<file path="config.mk">
export PLATFORM = sky130hd
export DESIGN_NAME = asq_seq
export DESIGN_NICKNAME = d
export VERILOG_FILES = /design/src/hw/asq_pkg.sv /design/src/hw/asq_fifo.sv /design/src/hw/asq_seq.sv
export SDC_FILE = /design/constraint.sdc
export NUM_CORES = 1
export LEC_CHECK = 0
export BUFFER_PORTS_ARGS = -buffer_cell sky130_fd_sc_hd__buf_4
export CORE_MARGIN = 5
export CORE_UTILIZATION = 58
export CTS_CLUSTER_DIAMETER = 30
export DETAILED_ROUTE_END_ITERATION = 8
export MAX_ROUTING_LAYER = met4
export PLACE_DENSITY = 0.79
export SYNTH_ARGS = -nofsm -noshare
export SYNTH_HDL_FRONTEND = slang
export SYNTH_HIERARCHICAL = 1
export SYNTH_SLANG_ARGS = --single-unit
</file>
<file path="constraint.sdc">
create_clock -name clock_i -period 4.5 [get_ports clock_i]
set_clock_uncertainty 0.05 [all_clocks]
set_input_delay 0.45 -clock clock_i [delete_from_list [all_inputs] [get_ports clock_i]]
set_output_delay 0.45 -clock clock_i [all_outputs]
set_load 0.01 [all_outputs]
</file>
<file path="src/hw/asq_pkg.sv">
package asq_pkg;
    // Register offsets (byte addresses)
    localparam logic [11:0] OFF_SEQ0_RESULT_PORT  = 12'h048;
    localparam logic [11:0] OFF_SEQ0_FIFO_STATUS  = 12'h04c;
    localparam logic [11:0] OFF_SEQ1_INPUT_SELECT = 12'h060;
    localparam logic [11:0] OFF_SEQ1_STEP_CONTROL = 12'h064;
    localparam logic [11:0] OFF_SEQ1_RESULT_PORT  = 12'h068;
    localparam logic [11:0] OFF_SEQ1_FIFO_STATUS  = 12'h06c;
    localparam logic [11:0] OFF_OVERFLOW_STATUS   = 12'h010;
    localparam logic [11:0] OFF_UNDERFLOW_STATUS  = 12'h018;
    localparam logic [11:0] OFF_SEQ1_CONTROL      = 12'h0f0;
    // Status field positions
    localparam int STAT_FULL_BIT   = 12;
    localparam int STAT_EMPTY_BIT  = 8;
    localparam int STAT_WIDX_LSB   = 4;
    localparam int STAT_RIDX_LSB   = 0;
    localparam int IDX_W           = 4;
    // Reset values
    localparam logic [31:0] RST_FIFO_STATUS = 32'h0000_0100;
    localparam logic [15:0] RST_SEQ1_CFG    = 16'h0000;
    // Config layout
    localparam int          STEPS        = 4;
    localparam logic [15:0] INSEL_MASK   = 16'h3333;
    localparam int          CTL_DIFF_BIT = 0;
    localparam int          CTL_LAST_BIT = 1;
    localparam int          CTL_IE_BIT   = 2;
    localparam int          CTL_TS_BIT   = 3;
    localparam int          RESULT_W     = 10;
    localparam int          FIFO0_DEPTH  = 8;
    localparam int          FIFO1_DEPTH  = 4;

    // One conversion step request to the converter core
    typedef struct packed {
        logic [1:0] input_select;
        logic       sensor_select;
        logic       interrupt_enable;
        logic       last_marker;
        logic       differential_select;
        logic [1:0] step;
    } asq_step_t;

    // Result word from the core
    typedef struct packed {
        logic [9:0] data;
    } asq_result_t;

    typedef enum logic [1:0] {
        SQ_IDLE = 2'b00,
        SQ_REQ  = 2'b01,
        SQ_WAIT = 2'b10
    } asq_state_t;
endpackage : asq_pkg

</file>
<file path="src/hw/asq_fifo.sv">
`timescale 1ns/10ps
// Result FIFO; read data come from a register, updated when a word is popped
module asq_fifo #(
    parameter int DEPTH = 4,
    parameter int WIDTH = 10
) (
    // Clock and reset
    input  wire logic              clock_i,
    input  wire logic              rst_n_i,
    // Write side
    input  wire logic              push_i,
    input  wire logic [WIDTH-1:0]  push_data_i,
    // Read side
    input  wire logic              pop_i,
    output logic      [WIDTH-1:0]  pop_data_o,
    // Status
    output logic      [3:0]        write_index_o,
    output logic      [3:0]        read_index_o,
    output logic                   full_o,
    output logic                   empty_o,
    output logic                   overflow_o,
    output logic                   underflow_o
);
    logic [WIDTH-1:0] mem [DEPTH];
    logic [3:0]       count;
    logic             do_push;
    logic             do_pop;

    function automatic logic [3:0] wrap_inc(input logic [3:0] idx);
        wrap_inc = (idx == 4'(DEPTH - 1)) ? 4'h0 : idx + 4'h1;
    endfunction : wrap_inc

    assign do_push     = push_i && (count != 4'(DEPTH));
    assign do_pop      = pop_i && (count != 4'h0);
    assign overflow_o  = push_i && (count == 4'(DEPTH));
    assign underflow_o = pop_i && (count == 4'h0);
    // Counter keeps full and empty mutually exclusive
    assign full_o      = (count == 4'(DEPTH));
    assign empty_o     = (count == 4'h0);

    always_ff @(posedge clock_i) begin
        if (do_push) begin
            mem[write_index_o[$clog2(DEPTH)-1:0]] <= push_data_i;
        end
    end

    always_ff @(posedge clock_i) begin
        if (!rst_n_i) begin
            write_index_o <= 4'h0;
            read_index_o  <= 4'h0;
            count         <= 4'h0;
        end else begin
            if (do_push) begin
                write_index_o <= wrap_inc(write_index_o);
            end
            if (do_pop) begin
                read_index_o <= wrap_inc(read_index_o);
            end
            count <= count + {3'h0, do_push} - {3'h0, do_pop};
        end
    end

    // Oldest entry first
    always_ff @(posedge clock_i) begin
        if (!rst_n_i) begin
            pop_data_o <= '0;
        end else if (pop_i) begin
            pop_data_o <= do_pop ? mem[read_index_o[$clog2(DEPTH)-1:0]] : '0;
        end
    end
endmodule : asq_fifo

</file>
<file path="src/hw/asq_seq.sv">
// Implementation choice: strobed register access.
`timescale 1ns/10ps
// Functional notes
// - Status registers show full at bit 12, empty at bit 8, live.
// - Status shows write index in 7:4 and read index in 3:0.
// - Status registers read 0x100 after reset.
// - Sequencer 1 input select holds one input choice per step.
// - Sequencer 1 select keeps the bits in mask 0x3333, control keeps 16 bits; upper bits read zero.
// - Control has one nibble per step: sensor, irq enable, last, differential.
// - Result port returns results oldest first until empty.
// - Overflow and underflow are recorded in separate status registers.
// - Sequencer 1 result port uses sequencer 0 layout, own FIFO.
// - Sequencer 1 status has sequencer 0 layout, tracks FIFO 1.
module asq_seq #(
    parameter int FIFO0_DEPTH = asq_pkg::FIFO0_DEPTH,
    parameter int FIFO1_DEPTH = asq_pkg::FIFO1_DEPTH
) (
    // Clock and reset
    input  wire logic                  clock_i,
    input  wire logic                  rst_n_i,
    // Register port
    input  wire logic [11:0]           addr_i,
    input  wire logic [31:0]           wdata_i,
    input  wire logic                  write_i,
    input  wire logic                  read_i,
    output logic      [31:0]           rdata_o,
    // Sequencer 0 results from the core
    input  wire logic                  seq0_result_valid_i,
    input  wire asq_pkg::asq_result_t  seq0_result_i,
    // Sequencer 1 step requests to the core
    output logic                       step_valid_o,
    input  wire logic                  step_ready_i,
    output asq_pkg::asq_step_t         step_o,
    // Sequencer 1 results from the core
    input  wire logic                  seq1_result_valid_i,
    output logic                       seq1_result_ready_o,
    input  wire asq_pkg::asq_result_t  seq1_result_i,
    // Sequence status
    output logic                       seq1_busy_o,
    output logic                       step_irq_o
);
    logic [15:0]          input_select;
    logic [15:0]          step_control;
    logic                 seq1_enable;
    logic                 start_pulse;
    logic [1:0]           overflow_status;
    logic [1:0]           underflow_status;
    asq_pkg::asq_state_t  state;
    asq_pkg::asq_state_t  next_state;
    logic [1:0]           step_idx;

    // Two-entry skid buffer on the sequencer 1 result path
    asq_pkg::asq_result_t buf_data [2];
    logic                 buf_wr;
    logic                 buf_rd;
    logic [1:0]           buf_count;
    logic                 buf_out_valid;
    logic                 buf_out_ready;

    logic [3:0]           f0_widx, f0_ridx, f1_widx, f1_ridx;
    logic                 f0_full, f0_empty, f1_full, f1_empty;
    logic                 f0_ovf, f0_unf, f1_ovf, f1_unf;
    logic                 f0_pop, f1_pop;
    logic [9:0]           f0_data, f1_data;
    logic [31:0]          rd_mux;

    function automatic logic [31:0] status_word(input logic full, input logic empty,
                                                input logic [3:0] widx,
                                                input logic [3:0] ridx);
        status_word = '0;
        status_word[asq_pkg::STAT_FULL_BIT]  = full;
        status_word[asq_pkg::STAT_EMPTY_BIT] = empty;
        status_word[asq_pkg::STAT_WIDX_LSB +: asq_pkg::IDX_W] = widx;
        status_word[asq_pkg::STAT_RIDX_LSB +: asq_pkg::IDX_W] = ridx;
    endfunction : status_word

    // Configuration writes; reserved bits are dropped
    always_ff @(posedge clock_i) begin
        if (!rst_n_i) begin
            input_select <= asq_pkg::RST_SEQ1_CFG;
            step_control <= asq_pkg::RST_SEQ1_CFG;
        end else if (write_i) begin
            if (addr_i == asq_pkg::OFF_SEQ1_INPUT_SELECT) begin
                input_select <= wdata_i[15:0] & asq_pkg::INSEL_MASK;
            end
            if (addr_i == asq_pkg::OFF_SEQ1_STEP_CONTROL) begin
                step_control <= wdata_i[15:0];
            end
        end
    end

    // Sequencer enable in bit 0; a write with bits 0 and 1 set starts one sequence
    always_ff @(posedge clock_i) begin
        if (!rst_n_i) begin
            seq1_enable <= 1'b0;
            start_pulse <= 1'b0;
        end else begin
            start_pulse <= write_i && (addr_i == asq_pkg::OFF_SEQ1_CONTROL) && wdata_i[1];
            if (write_i && addr_i == asq_pkg::OFF_SEQ1_CONTROL) begin
                seq1_enable <= wdata_i[0];
            end
        end
    end

    // Sticky error flags, write one to clear; a new event wins over the clear
    always_ff @(posedge clock_i) begin
        if (!rst_n_i) begin
            overflow_status  <= 2'b00;
            underflow_status <= 2'b00;
        end else begin
            overflow_status <= (overflow_status
                & ~((write_i && addr_i == asq_pkg::OFF_OVERFLOW_STATUS) ? wdata_i[1:0] : 2'b00))
                | {f1_ovf, f0_ovf};
            underflow_status <= (underflow_status
                & ~((write_i && addr_i == asq_pkg::OFF_UNDERFLOW_STATUS) ? wdata_i[1:0] : 2'b00))
                | {f1_unf, f0_unf};
        end
    end

    // Step sequencing: one step per conversion until the last marker
    always_comb begin
        next_state = state;
        case (state)
            asq_pkg::SQ_IDLE: begin
                if (seq1_enable && start_pulse) begin
                    next_state = asq_pkg::SQ_REQ;
                end
            end
            asq_pkg::SQ_REQ: begin
                if (step_ready_i) begin
                    next_state = asq_pkg::SQ_WAIT;
                end
            end
            asq_pkg::SQ_WAIT: begin
                if (seq1_result_valid_i && seq1_result_ready_o) begin
                    // Without a marker the sequence ends after step 3
                    if (step_o.last_marker || step_idx == 2'(asq_pkg::STEPS - 1)) begin
                        next_state = asq_pkg::SQ_IDLE;
                    end else begin
                        next_state = asq_pkg::SQ_REQ;
                    end
                end
            end
            default: begin
                next_state = asq_pkg::SQ_IDLE;
            end
        endcase
    end

    always_ff @(posedge clock_i) begin
        if (!rst_n_i) begin
            state <= asq_pkg::SQ_IDLE;
        end else begin
            state <= next_state;
        end
    end

    always_ff @(posedge clock_i) begin
        if (!rst_n_i) begin
            step_idx <= 2'b00;
        end else if (state == asq_pkg::SQ_IDLE) begin
            step_idx <= 2'b00;
        end else if (state == asq_pkg::SQ_WAIT && next_state == asq_pkg::SQ_REQ) begin
            step_idx <= step_idx + 2'b01;
        end
    end

    // Step fields for the step being converted
    always_comb begin
        step_o                     = '0;
        step_o.step                = step_idx;
        step_o.input_select        = input_select[{step_idx, 2'b00} +: 2];
        step_o.differential_select = step_control[{step_idx, 2'b00} + asq_pkg::CTL_DIFF_BIT];
        step_o.last_marker         = step_control[{step_idx, 2'b00} + asq_pkg::CTL_LAST_BIT];
        step_o.interrupt_enable    = step_control[{step_idx, 2'b00} + asq_pkg::CTL_IE_BIT];
        step_o.sensor_select       = step_control[{step_idx, 2'b00} + asq_pkg::CTL_TS_BIT];
    end

    assign step_valid_o = (state == asq_pkg::SQ_REQ);
    assign seq1_busy_o  = (state != asq_pkg::SQ_IDLE);

    always_ff @(posedge clock_i) begin
        if (!rst_n_i) begin
            step_irq_o <= 1'b0;
        end else begin
            step_irq_o <= (state == asq_pkg::SQ_WAIT) && seq1_result_valid_i
                          && seq1_result_ready_o && step_o.interrupt_enable;
        end
    end

    // Skid buffer: accepts while a slot is free, drains into FIFO 1
    assign seq1_result_ready_o = (buf_count != 2'd2);
    assign buf_wr              = seq1_result_valid_i && seq1_result_ready_o;
    assign buf_out_valid       = (buf_count != 2'd0);
    // FIFO 1 accepts whenever it is not full; when full the buffer fills both slots, then stalls the core
    assign buf_out_ready       = !f1_full;
    assign buf_rd              = buf_out_valid && buf_out_ready;

    always_ff @(posedge clock_i) begin
        if (!rst_n_i) begin
            buf_count <= 2'd0;
        end else begin
            buf_count <= buf_count + {1'b0, buf_wr} - {1'b0, buf_rd};
        end
    end

    always_ff @(posedge clock_i) begin
        if (buf_rd) begin
            buf_data[0] <= (buf_count == 2'd2) ? buf_data[1] : seq1_result_i;
        end else if (buf_wr && buf_count == 2'd0) begin
            buf_data[0] <= seq1_result_i;
        end
        if (buf_wr && (buf_count - {1'b0, buf_rd}) == 2'd1) begin
            buf_data[1] <= seq1_result_i;
        end
    end

    // Result port reads pop; status reads only look
    assign f0_pop = read_i && (addr_i == asq_pkg::OFF_SEQ0_RESULT_PORT);
    assign f1_pop = read_i && (addr_i == asq_pkg::OFF_SEQ1_RESULT_PORT);

    asq_fifo #(.DEPTH(FIFO0_DEPTH), .WIDTH(asq_pkg::RESULT_W)) u_fifo0 (
        .clock_i       (clock_i),
        .rst_n_i       (rst_n_i),
        .push_i        (seq0_result_valid_i),
        .push_data_i   (seq0_result_i.data),
        .pop_i         (f0_pop),
        .pop_data_o    (f0_data),
        .write_index_o (f0_widx),
        .read_index_o  (f0_ridx),
        .full_o        (f0_full),
        .empty_o       (f0_empty),
        .overflow_o    (f0_ovf),
        .underflow_o   (f0_unf)
    );

    asq_fifo #(.DEPTH(FIFO1_DEPTH), .WIDTH(asq_pkg::RESULT_W)) u_fifo1 (
        .clock_i       (clock_i),
        .rst_n_i       (rst_n_i),
        .push_i        (buf_rd),
        .push_data_i   (buf_data[0].data),
        .pop_i         (f1_pop),
        .pop_data_o    (f1_data),
        .write_index_o (f1_widx),
        .read_index_o  (f1_ridx),
        .full_o        (f1_full),
        .empty_o       (f1_empty),
        .overflow_o    (f1_ovf),
        .underflow_o   (f1_unf)
    );

    // Read mux for non-FIFO registers, registered one cycle later
    always_comb begin
        rd_mux = '0;
        case (addr_i)
            asq_pkg::OFF_SEQ0_FIFO_STATUS:
                rd_mux = status_word(f0_full, f0_empty, f0_widx, f0_ridx);
            asq_pkg::OFF_SEQ1_FIFO_STATUS:
                rd_mux = status_word(f1_full, f1_empty, f1_widx, f1_ridx);
            asq_pkg::OFF_SEQ1_INPUT_SELECT:
                rd_mux = {16'h0000, input_select};
            asq_pkg::OFF_SEQ1_STEP_CONTROL:
                rd_mux = {16'h0000, step_control};
            asq_pkg::OFF_OVERFLOW_STATUS:
                rd_mux = {30'h0, overflow_status};
            asq_pkg::OFF_UNDERFLOW_STATUS:
                rd_mux = {30'h0, underflow_status};
            asq_pkg::OFF_SEQ1_CONTROL:
                rd_mux = {30'h0, seq1_busy_o, seq1_enable};
            default:
                rd_mux = '0;
        endcase
    end

    // FIFO words are registered inside the FIFO; merged in the data cycle only
    logic [31:0] rdata_q;
    logic        sel0_q;
    logic        sel1_q;
    always_ff @(posedge clock_i) begin
        if (!rst_n_i) begin
            rdata_q <= '0;
            sel0_q  <= 1'b0;
            sel1_q  <= 1'b0;
        end else begin
            rdata_q <= read_i ? rd_mux : 32'h0;
            sel0_q  <= f0_pop;
            sel1_q  <= f1_pop;
        end
    end
    assign rdata_o = rdata_q | (sel0_q ? {22'h0, f0_data} : 32'h0)
                     | (sel1_q ? {22'h0, f1_data} : 32'h0);
endmodule : asq_seq

</file>
==> impl_results.md, run 1 <==
- Worst Min Path Start: seq1_result_i[5]
- Required time of the critical path: 4.85 ns
- Post-synth EDFFs: 140
- Clock sink count: 244
- Die area: 20,600 um^2
- Total track usage: 24.7%
- Max Used Layer: met4
- WL met2: 12.2 mm
- Top cell type by total area after synthesis: edfxtp_1
- N_diodes: 0
- Starting Density: 59.5%
- Resized Gates After CTS: 0
- Hold Fails Final Rpt: 0
- Root Driver: clkbuf_16
- Layout Nets: 966
- Largest net degree at the start of global routing: 63
- Fin cells: 1,124
- Largest fanout on the critical path: 7
- Slew headroom: 17.1%
- DRC viols: 0
- Post-synthesis cell area: 10,300 um^2
- Hold buffers post-CTS: 0
- Final period util: 68.5%
- Gpl congestion: 0.825
- Worst Reg2Reg Path Length in Cells: 12
- Via count: 6,754
- RSZ-0062 raised after global routing: no
- Vias per cell: 6.01
- Synthesized instance count: 784
- Die height: 143 um
- CTS H-Tree Depth: 2
- Overflow after GRT: 0
- Critical Path End: u_fifo1/count[1]
- Met1 Routed Length: 9.82 mm
- FF-to-FF setup slack: 1.66 ns
- Share of layout cells above drive strength 1: 23.0%
- Leakage: 4.62 nW
- Setup TNS: 0 ns
- I/O Buffers: 82
- Critical path startpoint: addr_i[11]
- Top FF cell, synth: edfxtp_1
- Final wirelength: 24.3 mm
- Final setup vio count: 0
- Status: completed
- Max IR drop VDD: 0.331 mV
- Syn-to-layout area delta: 19.9%
- Syn Area/Cell: 13.2 um^2
- Number of DRC markers in iteration 0: 571
- Number of routed nets with antenna violations: 0
- Clk buf depth: 3
- Clock transition at path regs: 0.05 ns
- Die width: 143 um
- CTS tree: yes
- Synthesized flop and latch total: 244
- Min Hold Slack: 0.0738 ns
- Count leader, synth: edfxtp_1
- Slew at the pin closest to its max-slew limit: 1.24 ns
- Met3 Wirelength: 1.68 mm
- Clk Latency, worst-skew pair: 0.52 ns
- Sequential share of the synthesized area: 60.9%
- Final Max Tran Viols: 0
- Drt pass-1 iters: 6
- Core box area: 17,400 um^2
- Top post-synthesis cells by count: edfxtp_1 (140), dfxtp_1 (104), nand2_1 (65)
- Hpwl dp: 16.0 mm
- Worst R2R Start: u_fifo1/count[3]
- # rows: 48
- Max_cap viols: 0
- Critical path launch point type: input port
- First-pass GRT wire length: 38.2 mm
- Hold Path Class: in -> reg
- Critical path type: in -> reg
- Final min period: 3.08 ns
- Io pins: 115
- Placed cell count: 1,054
- Number of global-route vias before repair: 7,004
- # Post-CTS Setup Buffers: 0
- Achievable Freq: 0.324 GHz
- Top cell type's share of synthesized area: 40.7%
- CP Capture Type: register
- Pwr Density: 536 nW/um^2
- Synth top area cells: edfxtp_1 (41%), dfxtp_1 (20%), mux2i_1 (6.1%), mux4_2 (3.5%), ha_1 (2.7%)
- DR WL/cell: 21.6 um
- Power Total: 6.64 mW
- Worst flop-to-flop path endpoint: u_fifo1/count[2]
- Yosys warnings: 6
- Synth cell types: 67
- Initial antenna violation count: 0
- CTS buffer count: 40
- Worst path arrival time: 3.44 ns
- Async SR Flop Fraction: 0%
-- stage by stage --
stage / util, % / cell area, um^2 / setup slack [ns]
final: 71.4 / 12400 / 1.42
after global routing: 71.4 / 12400 / 1.22
after CTS: 71.4 / 12400 / 1.45
after detailed placement: 63.4 / 11000 / 0.951
after global placement: 63.4 / 11000 / 1.04
after floorplan: - / 10400 / 1.05
-- sequential cells by signal, indices dropped and copies added (netlist names), 8 cells and up, named ones only --
signal	flops
u_fifo1/pop_data_o	10
step_control	16
input_select	8
u_fifo0/mem	80
rdata_q	16
buf_data	20
u_fifo0/pop_data_o	10
u_fifo1/mem	40
-- worst min path at each step --
| stage | cells past startpoint | to | slack, ns |
|---|---|---|---|
| floorplan | 2 | rdata_q[1] | 0.39 |
| global placement | 1 | u_fifo0/pop_data_o[7] | 0.40 |
| detailed placement | 1 | u_fifo0/pop_data_o[3] | 0.42 |
| CTS | 1 | buf_data[0][15] | 0.06 |
| global route | 1 | buf_data[0][15] | 0.06 |
| finish | 1 | buf_data[0][15] | 0.07 |
-- placed cells by master, fill, tap and decap left out, types with 14 or more instances in the layout --
master       n
edfxtp_1   140
dfxtp_1    103
buf_4       87
nand2_1     65
mux2i_1     63
clkbuf_16   40
nor2_1      32
a22oi_1     27
inv_1       25
nor2b_1     23
ha_1        22
nand3_1     21
mux4_2      16
conb_1      16
a21boi_0    15
and2_1      14
-- report_power, final --
| group | leakage [nW] | internal, mW | total [mW] | switching [mW] |
|---|---|---|---|---|
| Combinational | 1.84 | 0.276 | 0.716 | 0.441 |
| Sequential | 2.12 | 2.70 | 2.83 | 0.132 |
| Clock | 0.664 | 2.02 | 3.10 | 1.07 |
-- cell type report --
class | count | area (um^2)
Clock buffer | 44 | 1040
Clock inverter | 26 | 342
Fill cell | 1120 | 4970
Inverter | 28 | 105
Multi-Input combinational cell | 470 | 3680
Sequential cell | 244 | 6290
Tap cell | 225 | 282
Timing Repair Buffer | 87 | 653
-- metal layers --
layer / track usage (%) / vias to the layer above
li1: - / 3075
met1: 30.8 / 3320
met2: 41.0 / 305
met3: 4.76 / 54
met4: 8.18 / 0
met5: - / -
-- kinds of logic (layout without fill, tap and decap cells) --
family,after synthesis,in the layout,synth area share [%]
DFF,244,244,60.9
and+or+nand+nor,219,219,11.5
AOI/OAI and AO/OA,114,114,8.75
muxes,89,89,10.7
buffers and inverters,85,185,4.43
adders and majority gates,24,24,3.05
xor gates and xnor gates,8,8,0.678
other,1,16,0.0363
-- critical path, cell delays in order --
cell and delay, ns:
buf_4 0.11, or4_4 0.59, nor2_1 0.19, nand3_1 0.12, nor2_1 0.43, inv_1 0.27
nor2_1 0.20, ha_1 0.25, inv_1 0.06, ha_1 0.18, fa_1 0.43, and2_1 0.17
Note: power is estimated with default switching activity, not from simulation.
==> run 2: changes to the inputs <==
Settings changed: CORE_UTILIZATION 58 to 53, PLACE_DENSITY 0.79 to 0.76.
Clock period 4.5 ns to 2.8 ns, I/O delays scaled along.
==> run 2 against run 1 <==
Compared with the run above: critical path depth fell by 9; cell count is 10% higher; highest routed layer unchanged; wire length fell by 0.89%; count of clock-buffer cells in the layout grew 12.
==> impl_results.md, run 2 (synthesis results as in run 1) <==
- # rows: 51 (+6.3%)
- Crit-path leading delay family: buffers and inverters
- Critical path launch point type: register
- Number of routed nets with antenna violations: 0 (unchanged)
- DR WL/cell: 19.5 um (-9.9%)
- Die area: 22,400 um^2 (+8.8%)
- Slew headroom: 21.1% (+4.0 points)
- Largest fanout on the critical path: 12 (+5)
- Root Driver: clkbuf_16
- P_int: 8.26 mW (+65%)
- CP Capture Type: output pin
- I/O Buffers: 82 (unchanged)
- Final period util: 89.8%
- Clk buf depth: 3 (unchanged)
- Hpwl dp: 15.2 mm (-5.1%)
- Largest net degree at the start of global routing: 41 (-35%)
- Worst Min Path Start: seq0_result_valid_i
- Hold Path Class: in -> reg
- Commonest non-fill, non-tap cell in the layout: edfxtp_1
- Hold Fails Final Rpt: 0 (unchanged)
- Share of layout cells above drive strength 1: 25.0% (+2.0 points)
- Worst flop-to-flop path endpoint: u_fifo0/count[2]
- Core box area: 19,300 um^2 (+11%)
- Die width: 150 um (+4.3%)
- Peak per-stage delay on the critical path: 0.64 ns (+0.05 ns)
- Critical path type: reg -> out
- Final min period: 2.51 ns
- CP cell instances: nor2b_1, inv_1, buf_4
- Required time of the critical path: 2.47 ns (-2.38 ns)
- Max_cap viols: 0 (unchanged)
- First-pass GRT wire length: 38.4 mm (+0.42%)
- WL met2: 11.8 mm (-3.2%)
- Total track usage: 22.7% (-2.0 points)
- # Post-CTS Setup Buffers: 0 (unchanged)
- Overflow after GRT: 0 (unchanged)
- Met1 Routed Length: 9.97 mm (+1.5%)
- Pre-CTS setup slack: -0.0309 ns (-0.982 ns)
- WHS Path Cells: 3 (+2)
- Hold buffers post-CTS: 36 (+36)
- Power Total: 11.2 mW (+68%)
- Clk Latency, worst-skew pair: 0.54 ns (+0.02 ns)
- Filler instances: 1,323 (+18%)
- Worst Reg2Reg Path Length in Cells: 11 (-1)
- Max IR drop VDD: 0.481 mV (+45%)
- Status: completed
- Io pins: 115 (unchanged)
- Power share of the clock group: 48.3% (+1.7 points)
- Pwr Density: 848 nW/um^2 (+58%)
- Max Used Layer: met4
- Slew at the pin closest to its max-slew limit: 1.18 ns (-0.0646 ns)
- Starting Density: 53.4% (-6.1 points)
- Critical Path Slowest Stage Cell: nor2b_1
- Die height: 150 um (+4.3%)
- RSZ-0062 raised after global routing: no
- Leakage: 4.98 nW (+7.6%)
- Commonest non-fill, non-tap cells in the layout: edfxtp_1 (140), buf_4 (109), dfxtp_1 (103)
- Hold endpoint: u_fifo0/write_index_o[1]
- CTS H-Tree Depth: 2 (unchanged)
- Worst path arrival time: 2.18 ns (-1.26 ns)
- Stages on worst setup path: 3 (-9)
- FF-to-FF setup slack: 0.32 ns (-1.34 ns)
- Final wirelength: 24.1 mm (-0.89%)
- Final Max Tran Viols: 0 (unchanged)
- Final setup margin: 0.285 ns (-1.13 ns)
- Clock transition at path regs: 0.05 ns (about the same)
- Resized Gates After CTS: 0 (unchanged)
- Worst R2R Start: u_fifo0/count[2]
- Vias per cell: 5.59 (-6.9%)
- CTS tree: yes
- Layout Nets: 1,030 (+6.6%)
- Max reg flops: 80 (unchanged)
- DRC viols: 0 (unchanged)
- Clock sink count: 244 (unchanged)
- Number of global-route vias before repair: 7,163 (+2.3%)
- Final setup vio count: 0 (unchanged)
- Gpl congestion: 0.922 (+12%)
- Logic gate share of total power: 10.9% (about the same)
- Psw: 2.90 mW (+76%)
- Switching Fraction: 26.0% (+1.2 points)
- Achievable Freq: 0.398 GHz
- Post-Place Cell Area: 11,200 um^2 (+2.1%)
- Setup TNS: 0 ns (unchanged)
- CTS buffer count: 45 (+13%)
- Initial antenna violation count: 0 (unchanged)
- Met3 Wirelength: 1.82 mm (+8.4%)
- Sequential power share: 40.7% (-1.9 points)
- Final Cell Area: 13,100 um^2 (+6.1%)
- WP buf/inv: 2 (-1)
- Via count: 6,921 (+2.5%)
- Number of DRC markers in iteration 0: 625 (+9.5%)
- N_diodes: 0 (unchanged)
- Drt pass-1 iters: 5 (-1)
- Syn-to-layout area delta: 27.3%
run 2: cell types whose count changed in the layout (fill, tap and decap cells not counted), moves of 4 or more:
cell	change
dlygate4sd3_1	+36
buf_4	+22
clkbuf_16	+6
inv_8	+5
bufinv_16	-4
clkbuf_1	+4
nor3_1	+4
nor3_2	-4
run 2: worst min-delay path: stages:
cell and delay (ns):
buf_4 0.14, nand3_1 0.07, a21boi_0 0.06
run 2: power by group through the flow:
stage	logic, mW	clock network, mW	registers [mW]
2_1_floorplan	0.829	0	4.53
3_3_place_gp	1.13	0	4.58
3_5_place_dp	1.17	0	4.61
4_1_cts	1.22	5.47	4.55
5_1_grt	1.38	5.66	4.59
6_report	1.22	5.39	4.55
run 2: through the flow:
| stage | instances | hold WS (ns) | utilization, % |
|---|---|---|---|
| 4_1_cts | 1237 | 0.00155 | 68.0 |
| 3_5_place_dp | 1117 | 0.409 | 58.1 |
| 6_report | 1237 | 0.0174 | 68.0 |
| 2_1_floorplan | 799 | 0.329 | - |
| 3_3_place_gp | 1117 | 0.412 | 58.1 |
| 5_1_grt | 1237 | 0.0184 | 68.0 |
run 2: worst max-delay path by stage:
stage,start,to,slack (ns)
5_1_grt,buf_count[1],seq1_result_ready_o,0.05
3_3_place_gp,addr_i[11],u_fifo1/count[1],0.02
2_1_floorplan,addr_i[11],u_fifo0/count[1],-0.06
3_5_place_dp,addr_i[11],u_fifo1/count[1],-0.03
4_1_cts,buf_count[1],seq1_result_ready_o,0.27
6_report,buf_count[1],seq1_result_ready_o,0.29
run 2: per-layer routing:
layer	up-vias	global-route usage (%)
met5	-	-
met4	0	6.45
met3	45	5.12
met2	268	36.9
met1	3387	29.0
li1	3221	-
run 2: cell type report:
class / count / area (um^2) / area share (%)
Tap cell: 265 / 332 / 2.52
Inverter: 28 / 105 / 0.799
Multi-Input combinational cell: 470 / 3680 / 28.0
Sequential cell: 244 / 6290 / 47.8
Clock inverter: 28 / 319 / 2.43
Timing Repair Buffer: 146 / 1200 / 9.12
Clock buffer: 56 / 1230 / 9.34
==> run 3: changes to the inputs <==
Settings changed: CORE_MARGIN 5 to unset, HOLD_SLACK_MARGIN set to 0.12.
==> run 3 against run 2 <==
Compared with the run above: hold slack improved by 0.21 ns; first-iteration DRC count rose by 0.16%; final area is 0.17% higher; via count up 0.12%; total power down 2.6%; non-clock buffer count is 12 higher; die area decreased by 10%; clock power decreased by 5.4%.
==> impl_results.md, run 3 (synthesis results as in run 1) <==
- Via count: 6,929 (+0.12%)
- Max_cap viols: 0 (unchanged)
- Utilization after layout: 69.7% (+1.7 points)
- Critical path type: reg -> out
- RSZ-0062 raised after global routing: no
- # rows: 50 (-2.0%)
- Number of global-route vias before repair: 7,072 (-1.3%)
- Number of DRC markers in iteration 0: 626 (+0.16%)
- Clk buf depth: 3 (unchanged)
- CTS buffer count: 43 (-4.4%)
- Commonest non-fill, non-tap cells in the layout: edfxtp_1 (140), buf_4 (110), dfxtp_1 (103)
- Final period util: 89.0% (-0.85 points)
- Drt pass-1 iters: 7 (+2)
- Overflow after GRT: 0 (unchanged)
- Required time of the critical path: 2.47 ns (about the same)
- Layout Nets: 1,040 (+0.97%)
- Core box area: 18,900 um^2 (-2.3%)
- Slew headroom: 19.9% (-1.3 points)
- Syn-to-layout area delta: 27.5%
- Final wirelength: 23.6 mm (-2.0%)
- Max IR drop VDD: 0.675 mV (+40%)
- Die width: 142 um (-5.3%)
- Share of layout cells above drive strength 1: 24.8% (-0.20 points)
- Final Cell Area: 13,200 um^2 (+0.17%)
- Clock transition at path regs: 0.05 ns (about the same)
- Status: completed
- Final min period: 2.49 ns (-0.0238 ns)
- Final Max Tran Viols: 0 (unchanged)
- Hpwl dp: 14.9 mm (-2.2%)
- CTS H-Tree Depth: 2 (unchanged)
- Root Driver: clkbuf_16
- Number of routed nets with antenna violations: 0 (unchanged)
- Commonest non-fill, non-tap cell in the layout: edfxtp_1
- Starting Density: 54.7% (+1.2 points)
- Min Hold Slack: 0.228 ns (+0.211 ns)
- Final setup vio count: 0 (unchanged)
- Die area: 20,100 um^2 (-10%)
- CTS tree: yes
- DR WL/cell: 19.0 um (-2.2%)
- Leakage: 5.00 nW (+0.38%)
- DRC viols: 0 (unchanged)
- Die height: 142 um (-5.3%)
- Gpl congestion: 0.881 (-4.5%)
- Resized Gates After CTS: 0 (unchanged)
- Final setup margin: 0.309 ns (+0.0238 ns)
- Fin cells: 1,240 (+0.24%)
- Vias per cell: 5.59 (-0.13%)
- Initial antenna violation count: 0 (unchanged)
- Slew at the pin closest to its max-slew limit: 1.20 ns (+0.0189 ns)
- N_diodes: 0 (unchanged)
- Total track usage: 25.2% (+2.5 points)
- Clock sink count: 244 (unchanged)
- Largest fanout on the critical path: 12 (unchanged)
- Critical path launch point type: register
- Pre-CTS setup slack: -0.0979 ns (-0.0670 ns)
- Io pins: 115 (unchanged)
- Achievable Freq: 0.401 GHz (+0.96%)
- Max reg flops: 80 (unchanged)
- Hold Fails Final Rpt: 0 (unchanged)
- Worst path arrival time: 2.16 ns (-0.02 ns)
- I/O Buffers: 82 (unchanged)
- First-pass GRT wire length: 37.3 mm (-2.8%)
- Post-Place Cell Area: 11,200 um^2 (about the same)
- Placed cell count: 1,113 (-0.36%)
- Hold Path Class: in -> reg
- Clk Latency, worst-skew pair: 0.54 ns (about the same)
- CP Capture Type: output pin
- Largest net degree at the start of global routing: 46 (+12%)
- Pwr Density: 825 nW/um^2 (-2.7%)
==> run 3: layout make-up <==
| class | instances | area (um^2) |
|---|---|---|
| Clock buffer | 49 | 1160 |
| Clock inverter | 31 | 298 |
| Sequential cell | 244 | 6290 |
| Fill cell | 1277 | 5720 |
| Timing Repair Buffer | 158 | 1320 |
| Tap cell | 260 | 325 |
| Multi-Input combinational cell | 470 | 3680 |
| Inverter | 28 | 105 |
==> run 3: metal layers <==
layer / vias to the layer above / share of wire [%] / global-route usage (%)
met4: 0 / 2.4 / 9.56
met1: 3395 / 43 / 32.2
li1: 3226 / - / -
met2: 264 / 48 / 40.2
met5: - / 0 / -
met3: 44 / 6.8 / 4.76
==> run 3: final timing paths <==
kind                    startpoint                   to  slack [ns]  cells after the start
hold / removal           addr_i[7]           rdata_q[0]        0.23                      5
hold reg to reg   input_select[13]     input_select[13]        0.43                      2
setup reg to reg  u_fifo0/count[2]     u_fifo0/count[2]        0.32                     11
setup / recovery      buf_count[1]  seq1_result_ready_o        0.31                      3
==> run 3: per-stage QoR <==
| step | TNS [ns] | power [mW] |
|---|---|---|
| 6_report | 0 | 10.9 |
| 5_1_grt | 0 | 11.3 |
| 4_1_cts | 0 | 10.9 |
| 3_5_place_dp | -0.243 | 5.78 |
| 3_3_place_gp | -0.0879 | 5.72 |
| 2_1_floorplan | -0.115 | 5.35 |
==> run 3: timing repair <==
| action | in CTS | in global routing |
|---|---|---|
| setup buffers | 0 | 0 |
| hold buffers | 47 | 0 |
| hold endpoints to repair | 142 | 0 |
==> run 3: where the power goes <==
group / total, mW / switching [mW] / internal, mW
Combinational: 1.22 / 0.709 / 0.512
Clock: 5.10 / 1.87 / 3.23
Sequential: 4.55 / 0.206 / 4.34
==> run 3: worst max-delay path, cell delays in order (launching register included) <==
cell,delay [ns]
dfxtp_1,0.36
nor2b_1,0.64
inv_1,0.39
buf_4,0.25
